==> src/core/dmm_pkg.sv <==
// Constants and carrier types for the detection monitor output mux.
// Assumes a Wishbone classic slave with 32-bit data, 100 MHz clock.
// Overview of operation
// - Monitor selections act only in Run or Standby; Battery Saving drives both pins low.
// - Pin one source from select bits 6..4, pin two from bits 2..0.
// - Codes: 0 low, 1 detect, 2 preamble, 3 RSSI, 4 noise, 5 status, 6 no-signal, 7 lock.
// - Combined detect follows preamble when enabled, else noise or RSSI.
// - Hold-enable bit set latches combined detect high after first detection.
// - Latched combined detect clears only on entering Battery Saving or Standby.
// - Preamble monitor output follows the preamble detector result.
// - RSSI monitor output follows the RSSI detector result.
// - Noise monitor output follows the noise detector result.
// - Status output low in Battery Saving, high in Standby or Run.
// - Lock output high while synthesizer lock detector reports lock.
// - No-signal: preamble high wins; else noise-off follows RSSI; noise high needs RSSI high/off.
package dmm_pkg;

   localparam logic [7:0] SELECT_OFFSET   = 8'h14;
   localparam logic [7:0] HOLD_OFFSET     = 8'h10;
   localparam logic [7:0] IRQ_STAT_OFFSET = 8'h20;
   localparam logic [7:0] IRQ_MASK_OFFSET = 8'h24;
   localparam logic [7:0] STATE_OFFSET    = 8'h28;

   localparam int PIN_ONE_SEL_LSB = 4;
   localparam int PIN_TWO_SEL_LSB = 0;
   localparam int HOLD_BIT        = 2;

   localparam logic [7:0] SELECT_RESET = 8'h00;
   localparam logic [7:0] HOLD_RESET   = 8'h00;
   localparam logic [3:0] IRQ_RESET    = 4'h0;

   // Interrupt status bits
   localparam int IRQ_DETECT   = 0;
   localparam int IRQ_NOSIG    = 1;
   localparam int IRQ_LOCKLOSS = 2;
   localparam int IRQ_STATE    = 3;

   typedef enum logic [1:0] {
      POWER_SAVE    = 2'h0,
      POWER_STANDBY = 2'h1,
      POWER_RUN     = 2'h2
   } dmm_power_type;

   typedef enum logic [2:0] {
      SRC_LOW      = 3'h0,
      SRC_DETECT   = 3'h1,
      SRC_PREAMBLE = 3'h2,
      SRC_RSSI     = 3'h3,
      SRC_NOISE    = 3'h4,
      SRC_STATUS   = 3'h5,
      SRC_NOSIGNAL = 3'h6,
      SRC_LOCK     = 3'h7
   } dmm_source_type;

   // Each detector: result plus an enable; disabled means the table's OFF
   typedef struct packed {
      logic preambleOn;
      logic preambleResult;
      logic rssiOn;
      logic rssiResult;
      logic noiseOn;
      logic noiseResult;
   } dmm_detect_type;

   typedef struct packed {
      logic combinedDetect;
      logic preamble;
      logic rssi;
      logic noise;
      logic powerState;
      logic noSignal;
      logic synthLock;
   } dmm_sources_type;

endpackage

==> src/core/dmm_pin_select.sv <==
// One monitor pin: picks a source by code and registers the pin.
// Assumes sources are synchronous to clk.
`timescale 1ns/100ps
module dmm_pin_select (
   // Clock and reset
   input  wire logic                     clk,
   input  wire logic                     rstn,
   // Control
   input  wire logic                     active,
   input  wire dmm_pkg::dmm_source_type  sel,
   input  wire dmm_pkg::dmm_sources_type src,
   // Pin
   output logic                          pin
);

   logic next_pin;

   always_comb begin
      case (sel)
         dmm_pkg::SRC_LOW:      next_pin = 1'b0;
         dmm_pkg::SRC_DETECT:   next_pin = src.combinedDetect;
         dmm_pkg::SRC_PREAMBLE: next_pin = src.preamble;
         dmm_pkg::SRC_RSSI:     next_pin = src.rssi;
         dmm_pkg::SRC_NOISE:    next_pin = src.noise;
         dmm_pkg::SRC_STATUS:   next_pin = src.powerState;
         dmm_pkg::SRC_NOSIGNAL: next_pin = src.noSignal;
         dmm_pkg::SRC_LOCK:     next_pin = src.synthLock;
         default:               next_pin = 1'b0;
      endcase
   end

   // Registered so a select change cannot glitch the pin
   always_ff @(posedge clk or negedge rstn) begin
      if (!rstn) begin
         pin <= 1'b0;
      end else begin
         pin <= active & next_pin;
      end
   end

endmodule // dmm_pin_select

==> src/core/dmm_monitor_mux.sv <==
// Top of the detection monitor output mux with Wishbone register slave.
// Assumes detector, lock and power-state inputs are on clk.
//
// The Wishbone register port was chosen for this implementation.
`timescale 1ns/100ps
module dmm_monitor_mux (
   // Clock and reset
   input  wire logic                    clk,
   input  wire logic                    rstn,
   // Wishbone classic slave
   input  wire logic                    wb_cyc_i,
   input  wire logic                    wb_stb_i,
   input  wire logic                    wb_we_i,
   input  wire logic [7:0]              wb_adr_i,
   input  wire logic [3:0]              wb_sel_i,
   input  wire logic [31:0]             wb_dat_i,
   output logic      [31:0]             wb_dat_o,
   output logic                         wb_ack_o,
   // Receiver status
   input  wire dmm_pkg::dmm_detect_type detect,
   input  wire logic                    synth_lock_indicator,
   input  wire dmm_pkg::dmm_power_type  powerState,
   // Monitor pins and interrupt
   output logic                         monitor_pin_one,
   output logic                         monitor_pin_two,
   output logic                         irq
);

   ////////////////////////////////////////////////////////////////////////////
   logic [7:0]                monitor_pin_source_select;
   logic                      detect_hold_enable;
   logic [3:0]                irqStatus;
   logic [3:0]                irqMask;
   logic                      combinedHeld;
   logic                      combined_signal_detect;
   logic                      combined_no_signal_detect;
   logic                      rawDetect;
   logic                      power_state_indicator;
   logic                      active;
   logic                      prevDetect;
   logic                      prevNoSig;
   logic                      prevLock;
   dmm_pkg::dmm_power_type    prevPower;
   dmm_pkg::dmm_sources_type  sources;
   logic                      wbAccess;
   logic                      wbWrite;
   logic                      leaveRun;
   logic [3:0]                events;

   assign wbAccess = wb_cyc_i & wb_stb_i & ~wb_ack_o;
   assign wbWrite  = wbAccess & wb_we_i & wb_sel_i[0];

   ////////////////////////////////////////////////////////////////////////////
   // Power state decode
   assign active = (powerState == dmm_pkg::POWER_RUN)
                 | (powerState == dmm_pkg::POWER_STANDBY);
   assign power_state_indicator = active;
   assign leaveRun = (powerState != dmm_pkg::POWER_RUN)
                   & (prevPower == dmm_pkg::POWER_RUN);

   ////////////////////////////////////////////////////////////////////////////
   // Combined detect: OFF detectors contribute nothing
   always_comb begin
      if (detect.preambleOn) begin
         rawDetect = detect.preambleResult;
      end else begin
         rawDetect = (detect.noiseOn & detect.noiseResult)
                   | (detect.rssiOn & detect.rssiResult);
      end
   end

   // Hold latch; cleared on the move into Standby or Battery Saving
   always_ff @(posedge clk or negedge rstn) begin
      if (!rstn) begin
         combinedHeld <= 1'b0;
      end else if (leaveRun || !active) begin
         combinedHeld <= 1'b0;
      end else if (detect_hold_enable && rawDetect) begin
         combinedHeld <= 1'b1;
      end
   end

   assign combined_signal_detect = rawDetect | (detect_hold_enable & combinedHeld);

   // No-signal judgement
   always_comb begin
      if (detect.preambleOn && detect.preambleResult) begin
         combined_no_signal_detect = 1'b1;
      end else if (!detect.noiseOn) begin
         combined_no_signal_detect = detect.rssiOn & detect.rssiResult;
      end else if (detect.noiseResult) begin
         combined_no_signal_detect = ~detect.rssiOn | detect.rssiResult;
      end else begin
         combined_no_signal_detect = 1'b0;
      end
   end

   always_comb begin
      sources.combinedDetect = combined_signal_detect;
      sources.preamble       = detect.preambleOn & detect.preambleResult;
      sources.rssi           = detect.rssiOn & detect.rssiResult;
      sources.noise          = detect.noiseOn & detect.noiseResult;
      sources.powerState     = power_state_indicator;
      sources.noSignal       = combined_no_signal_detect;
      sources.synthLock      = synth_lock_indicator;
   end

   ////////////////////////////////////////////////////////////////////////////
   // Pin selectors
   dmm_pin_select pinOne (
      .clk  (clk),
      .rstn (rstn),
      .active (active),
      .sel  (dmm_pkg::dmm_source_type'(monitor_pin_source_select[
                dmm_pkg::PIN_ONE_SEL_LSB +: 3])),
      .src  (sources),
      .pin  (monitor_pin_one)
   );

   dmm_pin_select pinTwo (
      .clk  (clk),
      .rstn (rstn),
      .active (active),
      .sel  (dmm_pkg::dmm_source_type'(monitor_pin_source_select[
                dmm_pkg::PIN_TWO_SEL_LSB +: 3])),
      .src  (sources),
      .pin  (monitor_pin_two)
   );

   ////////////////////////////////////////////////////////////////////////////
   // Control registers
   always_ff @(posedge clk or negedge rstn) begin
      if (!rstn) begin
         monitor_pin_source_select <= dmm_pkg::SELECT_RESET;
      end else if (wbWrite && wb_adr_i == dmm_pkg::SELECT_OFFSET) begin
         monitor_pin_source_select <= {1'b0, wb_dat_i[6:4], 1'b0, wb_dat_i[2:0]};
      end
   end

   always_ff @(posedge clk or negedge rstn) begin
      if (!rstn) begin
         detect_hold_enable <= 1'b0;
      end else if (wbWrite && wb_adr_i == dmm_pkg::HOLD_OFFSET) begin
         detect_hold_enable <= wb_dat_i[dmm_pkg::HOLD_BIT];
      end
   end

   always_ff @(posedge clk or negedge rstn) begin
      if (!rstn) begin
         irqMask <= dmm_pkg::IRQ_RESET;
      end else if (wbWrite && wb_adr_i == dmm_pkg::IRQ_MASK_OFFSET) begin
         irqMask <= wb_dat_i[3:0];
      end
   end

   ////////////////////////////////////////////////////////////////////////////
   // Interrupt events: rise of detect, rise of no-signal, loss of lock, state change
   always_ff @(posedge clk or negedge rstn) begin
      if (!rstn) begin
         prevDetect <= 1'b0;
         prevNoSig  <= 1'b0;
         prevLock   <= 1'b0;
         prevPower  <= dmm_pkg::POWER_SAVE;
      end else begin
         prevDetect <= combined_signal_detect;
         prevNoSig  <= combined_no_signal_detect;
         prevLock   <= synth_lock_indicator;
         prevPower  <= powerState;
      end
   end

   always_comb begin
      events = 4'h0;
      events[dmm_pkg::IRQ_DETECT]   = combined_signal_detect & ~prevDetect;
      events[dmm_pkg::IRQ_NOSIG]    = combined_no_signal_detect & ~prevNoSig;
      events[dmm_pkg::IRQ_LOCKLOSS] = prevLock & ~synth_lock_indicator;
      events[dmm_pkg::IRQ_STATE]    = powerState != prevPower;
   end

   // Set wins over a same-cycle write-one-to-clear
   always_ff @(posedge clk or negedge rstn) begin
      if (!rstn) begin
         irqStatus <= dmm_pkg::IRQ_RESET;
      end else if (wbWrite && wb_adr_i == dmm_pkg::IRQ_STAT_OFFSET) begin
         irqStatus <= (irqStatus & ~wb_dat_i[3:0]) | events;
      end else begin
         irqStatus <= irqStatus | events;
      end
   end

   assign irq = |(irqStatus & irqMask);

   ////////////////////////////////////////////////////////////////////////////
   // Bus answer: one registered ack the cycle after the request, unmapped reads return zero
   always_ff @(posedge clk or negedge rstn) begin
      if (!rstn) begin
         wb_ack_o <= 1'b0;
      end else begin
         wb_ack_o <= wbAccess;
      end
   end

   always_ff @(posedge clk or negedge rstn) begin
      if (!rstn) begin
         wb_dat_o <= 32'h0000_0000;
      end else if (wbAccess && !wb_we_i) begin
         case (wb_adr_i)
            dmm_pkg::SELECT_OFFSET:   wb_dat_o <= {24'h000000, monitor_pin_source_select};
            dmm_pkg::HOLD_OFFSET:     wb_dat_o <= {29'h0000000, detect_hold_enable, 2'h0};
            dmm_pkg::IRQ_STAT_OFFSET: wb_dat_o <= {28'h0000000, irqStatus};
            dmm_pkg::IRQ_MASK_OFFSET: wb_dat_o <= {28'h0000000, irqMask};
            dmm_pkg::STATE_OFFSET:    wb_dat_o <= {25'h000000, combined_no_signal_detect,
                                                   combined_signal_detect, monitor_pin_two,
                                                   monitor_pin_one, synth_lock_indicator,
                                                   powerState};
            default:                  wb_dat_o <= 32'h0000_0000;
         endcase
      end
   end

endmodule // dmm_monitor_mux

==> config.mk <==
export PLATFORM = sky130hd
export DESIGN_NAME = dmm_monitor_mux
export DESIGN_NICKNAME = d
export VERILOG_FILES = /design/src/core/dmm_pkg.sv /design/src/core/dmm_pin_select.sv /design/src/core/dmm_monitor_mux.sv
export SDC_FILE = /design/constraint.sdc
export NUM_CORES = 1
export LEC_CHECK = 0
export ABC_AREA = 1
export BUFFER_PORTS_ARGS = -buffer_cell sky130_fd_sc_hd__buf_2
export CAP_MARGIN = 15
export CORE_MARGIN = 5
export CORE_UTILIZATION = 42
export CTS_BUF_LIST = sky130_fd_sc_hd__clkbuf_16
export DETAILED_ROUTE_END_ITERATION = 8
export GPL_ROUTABILITY_DRIVEN = 1
export GPL_TIMING_DRIVEN = 0
export PLACE_DENSITY = 0.77
export SKIP_CTS_REPAIR_TIMING = 1
export SLEW_MARGIN = 40
export SYNTH_ARGS = -nofsm -noshare
export SYNTH_HDL_FRONTEND = slang
export SYNTH_SLANG_ARGS = --single-unit
export TNS_END_PERCENT = 30
==> constraint.sdc <==
create_clock -name clk -period 1.2 [get_ports clk]
set_input_delay 0.36 -clock clk [delete_from_list [all_inputs] [get_ports clk]]
set_output_delay 0.36 -clock clk [all_outputs]
set_load 0.005 [all_outputs]
; ---- Word-level counts from Yosys, hierarchy flattened
; Cells that the tools add are included.
[totals]
out_inout_bits = 36
register_bits = 56
in_bits = 58
wordCells = 89
[op_classes]
bitwise_logic = 28
n_eq_ne = 24
n_reduce_logical = 14
n_mux = 10
[op_table]
columns = operator, count
row1 = 7-bit case mux with 5 select lines, 1
row2 = "3-bit == test, second input constant", 8
row3 = "8-bit by 6-bit == test with 1-bit output, second input constant", 3
row4 = "8-bit by 5-bit == test with 1-bit output, second input constant", 2
row5 = 1-bit case mux with 8 select lines, 2
row6 = 1-bit AND, 14
row7 = "3-bit by 2-bit == test with 1-bit output, second input constant", 4
row8 = 4-bit AND, 2
row9 = 4-bit OR, 2
row10 = 1-bit logical AND, 7
row11 = "3-bit by 1-bit == test with 1-bit output, second input constant", 2
row12 = 3-bit zero test, 2
row13 = 1-bit 2-to-1 mux, 6
row14 = 1-bit NOT, 5
row15 = "2-bit == test, second input constant", 2
row16 = 4-bit 2-to-1 mux, 1
row17 = 4-bit NOT, 1
row18 = 1-bit OR, 4
row19 = 4-bit OR reduction, 1
row20 = "2-bit by 1-bit == test with 1-bit output, second input constant", 1
row21 = 1-bit zero test, 2
row22 = 2-bit inequality test, 1
row23 = "2-bit inequality test, second input constant", 1
row24 = 2-bit nonzero test, 1
row25 = 1-bit logical OR, 1

; ---- Longest topological paths before layout
[depth]
depth_word = 8
mapped_depth = 10
depth_no_buf = 9

; ---- Modules after synthesis
; A second synthesis with hierarchy kept.
[unflattened]
cells_unflattened = 274
hier_area_um2 = 1931.9
[modules_own_cells]
columns = mod, seq_area_each_um2, area_each_um2, instances, cells_per_inst
row1 = dmm_monitor_mux, 725.7, 1676.6, 1, 220
row2 = dmm_pin_select, 25.0, 127.6, 2, 27

; ---- Worst setup path before layout
; Ideal clock, no wire load.
[synth_path]
path_type = reg2reg
from = reg wb_ack_o
to = reg monitor_pin_source_select[6]
synth_period_minus_slack_ns = 1.170
setup_slack_ns = 0.030
setup_ns = 0.123
path_buffers = 1
t_arrival_ns = 1.046
path_stages_with_launch = 8
t_required_ns = 1.077
cell_sequence = dfrtp_1 inv_1 nand3_2 nor2_4 nand3_2 buf_6 nor2_1 a21oi_1
[synth_via]
elab_chain_len = 5
[synth_rtl]
columns = element, line_no
row1 = from (decl), dmm_monitor_mux.sv:18  ; output logic wb_ack_o,
row2 = from (signal assigned), dmm_monitor_mux.sv:199  ; wb_ack_o <= wbAccess;
row3 = 1-bit NOT, dmm_monitor_mux.sv:50  ; assign wbAccess = wb_cyc_i & wb_stb_i & ~wb_ack_o;
row4 = 1-bit AND, dmm_monitor_mux.sv:50
row5 = 1-bit AND (2 in series), dmm_monitor_mux.sv:51  ; assign wbWrite = wbAccess & wb_we_i & wb_sel_i[0];
row6 = 1-bit logical AND, dmm_monitor_mux.sv:135  ; end else if (wbWrite && wb_adr_i == dmm_pkg::SELECT_OFFSET) begin
row7 = to (signal assigned), dmm_monitor_mux.sv:134  ; monitor_pin_source_select <= dmm_pkg::SELECT_RESET;
row8 = to (signal assigned), dmm_monitor_mux.sv:136  ; monitor_pin_source_select <= {1'b0, wb_dat_i[6:4], 1'b0, wb_dat_i[2:0]};
row9 = to (decl), dmm_monitor_mux.sv:30  ; logic [7:0] monitor_pin_source_select;
; No other way between the ends.
; A chain may end at the register's enable or synchronous reset.

; ---- Worst setup path after layout
[layout_path]
from = reg irqMask[3]
to = out irq
[layout_via]
elab_chain_len = 2
[layout_rtl]
columns = element, line_no
row1 = from (decl), dmm_monitor_mux.sv:33  ; logic [3:0] irqMask;
row2 = from (signal assigned), dmm_monitor_mux.sv:150  ; irqMask <= dmm_pkg::IRQ_RESET;
row3 = from (signal assigned), dmm_monitor_mux.sv:152  ; irqMask <= wb_dat_i[3:0];
row4 = 4-bit AND, dmm_monitor_mux.sv:191  ; assign irq = |(irqStatus & irqMask);
row5 = 4-bit OR reduction, dmm_monitor_mux.sv:191
row6 = to (decl), dmm_monitor_mux.sv:26  ; output logic irq
; No other way between the ends.

==> impl_metrics.tcl <==
set metrics [dict create \
    synthAdderAreaFrac_pct 0.656 \
    htreeDepth 2 \
    coreArea_mm2 0.00438 \
    cpMaxStageDelayCell "dfrtp_1" \
    clock_latency_ns 0.27 \
    p_leak_nw 1.42 \
    endpoint_kind "output pin" \
    synth_top_family_by_area "simple AND/OR/NAND/NOR gates" \
    yosysWarnings 0 \
    ys_types 24 \
    ios 94 \
    setup_tns_ns -0.702 \
    rsz0062_at_grt "true" \
    final_cells 392 \
    setup_viol 11 \
    numClockSinks 31 \
    skew_ns 0.00201 \
    ant_nets 0 \
    diodes 0 \
    rrSetupSlack_ns -0.11 \
    synth-compound-area-share_pct 7.48 \
    dr_wl_met3_um 337 \
    wl_um 4490 \
    fp.dieH_um 77.4 \
    crit_buf_inv 1 \
    ys_ff_latch 31 \
    std_cell_rows 24 \
    fin_util_pct 58.8 \
    dieWidth_um 77.4 \
    holdCritPathClass "input port to async pin" \
    place_ws_ns -0.235 \
    period_share_pct 111 \
    synthMuxAreaShare_pct 0 \
    hold_viol_final 0 \
    antenna_found_initial 0 \
    routed.top_layer "met4" \
    worstPathCellList "nand2_1 -> nand4_1 -> buf_2" \
    ys_seq_area_share_pct 40.7 \
    postLayoutSetupSlackWorst_ns -0.137 \
    synthXorXnorAreaFrac_pct 0.459 \
    firstDrtPassIters 4 \
    design.die.area_mm2 0.00599 \
    crit_family "flip-flops" \
    maxSlewViolCount 0 \
    fin_crit_ns 1.34 \
    reg2regPathDepth 7 \
    cts_tree "yes" \
    numCtsBuffers 5 \
    clockRootBuffer "clkbuf_16" \
    relSlewSlack_pct 52.9 \
    drc_errors 0 \
    cp.required_ns 0.84 \
    status "finished with violations" \
    wl_per_cell_um 11.5 \
    max_stage_delay_ns 0.39 \
    clockBufferDepth 2 \
    r2r-start "wb_ack_o$_DFF_PN0_" \
    violations "negative setup slack" \
    wl_met2_um 2230 \
    area_growth_pct 35.0 \
    cap_viol_max_count 0 \
    vias_per_cell 4.65 \
    drt-met1-wl_um 1880 \
    peakVddDrop_mv 0.682 \
    rr_endpoint "irqStatus[1]$_DFF_PN0_" \
    grt_max_degree 32 \
    worstPathArrival_ns 0.98 \
    netlist_instances 259 \
    crit_type "register to output pin" \
    p_per_area_mw_per_mm2 1000 \
    grt_use_total_pct 14.2 \
    port_buffers 40 \
    overflow 0 \
    grt_pass1_wl_um 6840 \
    dp_hpwl_um 3330 \
    synth-simple-area-share_pct 33.0 \
    dp_cells 375 \
    clk_pin_slew_ns 0.05 \
    worst_pin_slew_ns 0.706 \
    syn-cell-area_mm2 0.00191 \
    cp-start-kind "register" \
    critPathMaxFanout 3 \
    initial_core_util_pct 43.5 \
    avgSynthCellArea_um2 7.37 \
    vias 1824 \
    drive_gt1_share_pct 35.6 \
    max_clock_freq_mhz 748 \
    stdcell_area_mm2 0.00258 \
    place_area_mm2 0.00226 \
    place.gp.congestion 0.849 \
    grt_pass1_vias 1594 \
    finalNetCount 398 \
    drt-initial-drc-count 86 \
    fillers 400 \
]
==> cell usage after synthesis <==
| cell | number | area (um^2) |
|---|---|---|
| a211oi_1 | 1 | 7.51 |
| a21oi_1 | 5 | 25.0 |
| and2_1 | 1 | 6.26 |
| and2_4 | 1 | 8.76 |
| buf_4 | 25 | 188 |
| buf_6 | 2 | 22.5 |
| conb_1 | 1 | 3.75 |
| dfrtp_1 | 31 | 776 |
| ha_1 | 1 | 12.5 |
| inv_1 | 29 | 109 |
| inv_2 | 4 | 15.0 |
| nand2_1 | 67 | 251 |
| nand2_2 | 7 | 43.8 |
| nand3_1 | 22 | 110 |
| nand3_2 | 2 | 20.0 |
| nand3b_1 | 1 | 7.51 |
| nand4_1 | 3 | 18.8 |
| nor2_1 | 23 | 86.3 |
| nor2_2 | 2 | 12.5 |
| nor2_4 | 4 | 45.0 |
| nor3_1 | 4 | 20.0 |
| o21ai_0 | 5 | 25.0 |
| o21ai_1 | 17 | 85.1 |
| xor2_1 | 1 | 8.76 |
==> cell families (layout without fill, tap and decap cells) <==
kind of cell / Yosys count / after routing
other cells: 1 / 25
buf+inv: 60 / 117
flops: 31 / 31
fa+ha+maj: 1 / 1
simple gates: 137 / 137
compound gates: 28 / 28
xor+xnor: 1 / 1
==> routing by layer <==
metal / global-route usage [%] / up-vias
met1: 18.0 / 838
met2: 22.5 / 56
met4: 3.44 / 0
met5: 0 / -
li1: - / 923
met3: 6.13 / 7
==> sequential cells by signal, indices dropped and copies added, names as in the netlist, 2 cells and up <==
signal	count
wb_dat_o	7
monitor_pin_source_select	6
irqMask	4
irqStatus	4
prevPower	2
==> cells in the final DEF (no fill, tap or decap), drive strengths merged <==
master | netlist | routed
nand3 | 24 | 24
inv | 33 | 35
nor3 | 4 | 4
clkinv | 0 | 1
a211oi | 1 | 1
clkbuf | 0 | 6
nand4 | 3 | 3
nand2 | 74 | 74
conb | 1 | 25
a21oi | 5 | 5
dfrtp | 31 | 31
o21ai | 22 | 22
and2 | 2 | 2
ha | 1 | 1
nor2 | 29 | 29
xor2 | 1 | 1
buf | 27 | 75
nand3b | 1 | 1
==> metrics by stage <==
stage / power [mW] / hold WS (ns)
detailed placement: 1.40 / 0.405
CTS: 2.56 / 0.160
finish: 2.58 / 0.135
global placement: 1.40 / 0.408
global route: 2.69 / 0.205
floorplan: 1.28 / 0.0644
==> area by class of cell <==
type / instances / area [um^2] / area share, %
Clock buffer: 5 / 125 / 4.86
Inverter: 33 / 124 / 4.81
Clock inverter: 3 / 12.5 / 0.486
Multi-Input combinational cell: 192 / 966 / 37.5
Buffer: 27 / 214 / 8.30
Sequential cell: 31 / 781 / 30.3
Tap cell: 52 / 65.1 / 2.53
Timing Repair Buffer: 49 / 289 / 11.2
==> where the power goes <==
group          switching [mW]  total [mW]  internal (mW)
registers              0.0135        1.09           1.07
logic                   0.179       0.323          0.143
clock network           0.420        1.17          0.747
total                   0.613        2.58           1.96
==> worst max-delay path by stage <==
stage                                start                                  endpoint  slack, ns  depth (start not counted)
floorplan               wb_ack_o$_DFF_PN0_  monitor_pin_source_select[6]$_DFFE_PN0P_       0.03                          7
global placement             powerState[0]                      pinOne.pin$_DFF_PN0_      -0.21                          8
detailed placement           powerState[0]                      pinOne.pin$_DFF_PN0_      -0.23                          8
CTS                 irqMask[1]$_DFFE_PN0P_                                       irq      -0.15                          3
global route            wb_ack_o$_DFF_PN0_                    irqStatus[1]$_DFF_PN0_      -0.20                          7
finish              irqMask[3]$_DFFE_PN0P_                                       irq      -0.14                          3
No activity file was read; power rests on OpenSTA's default activity.
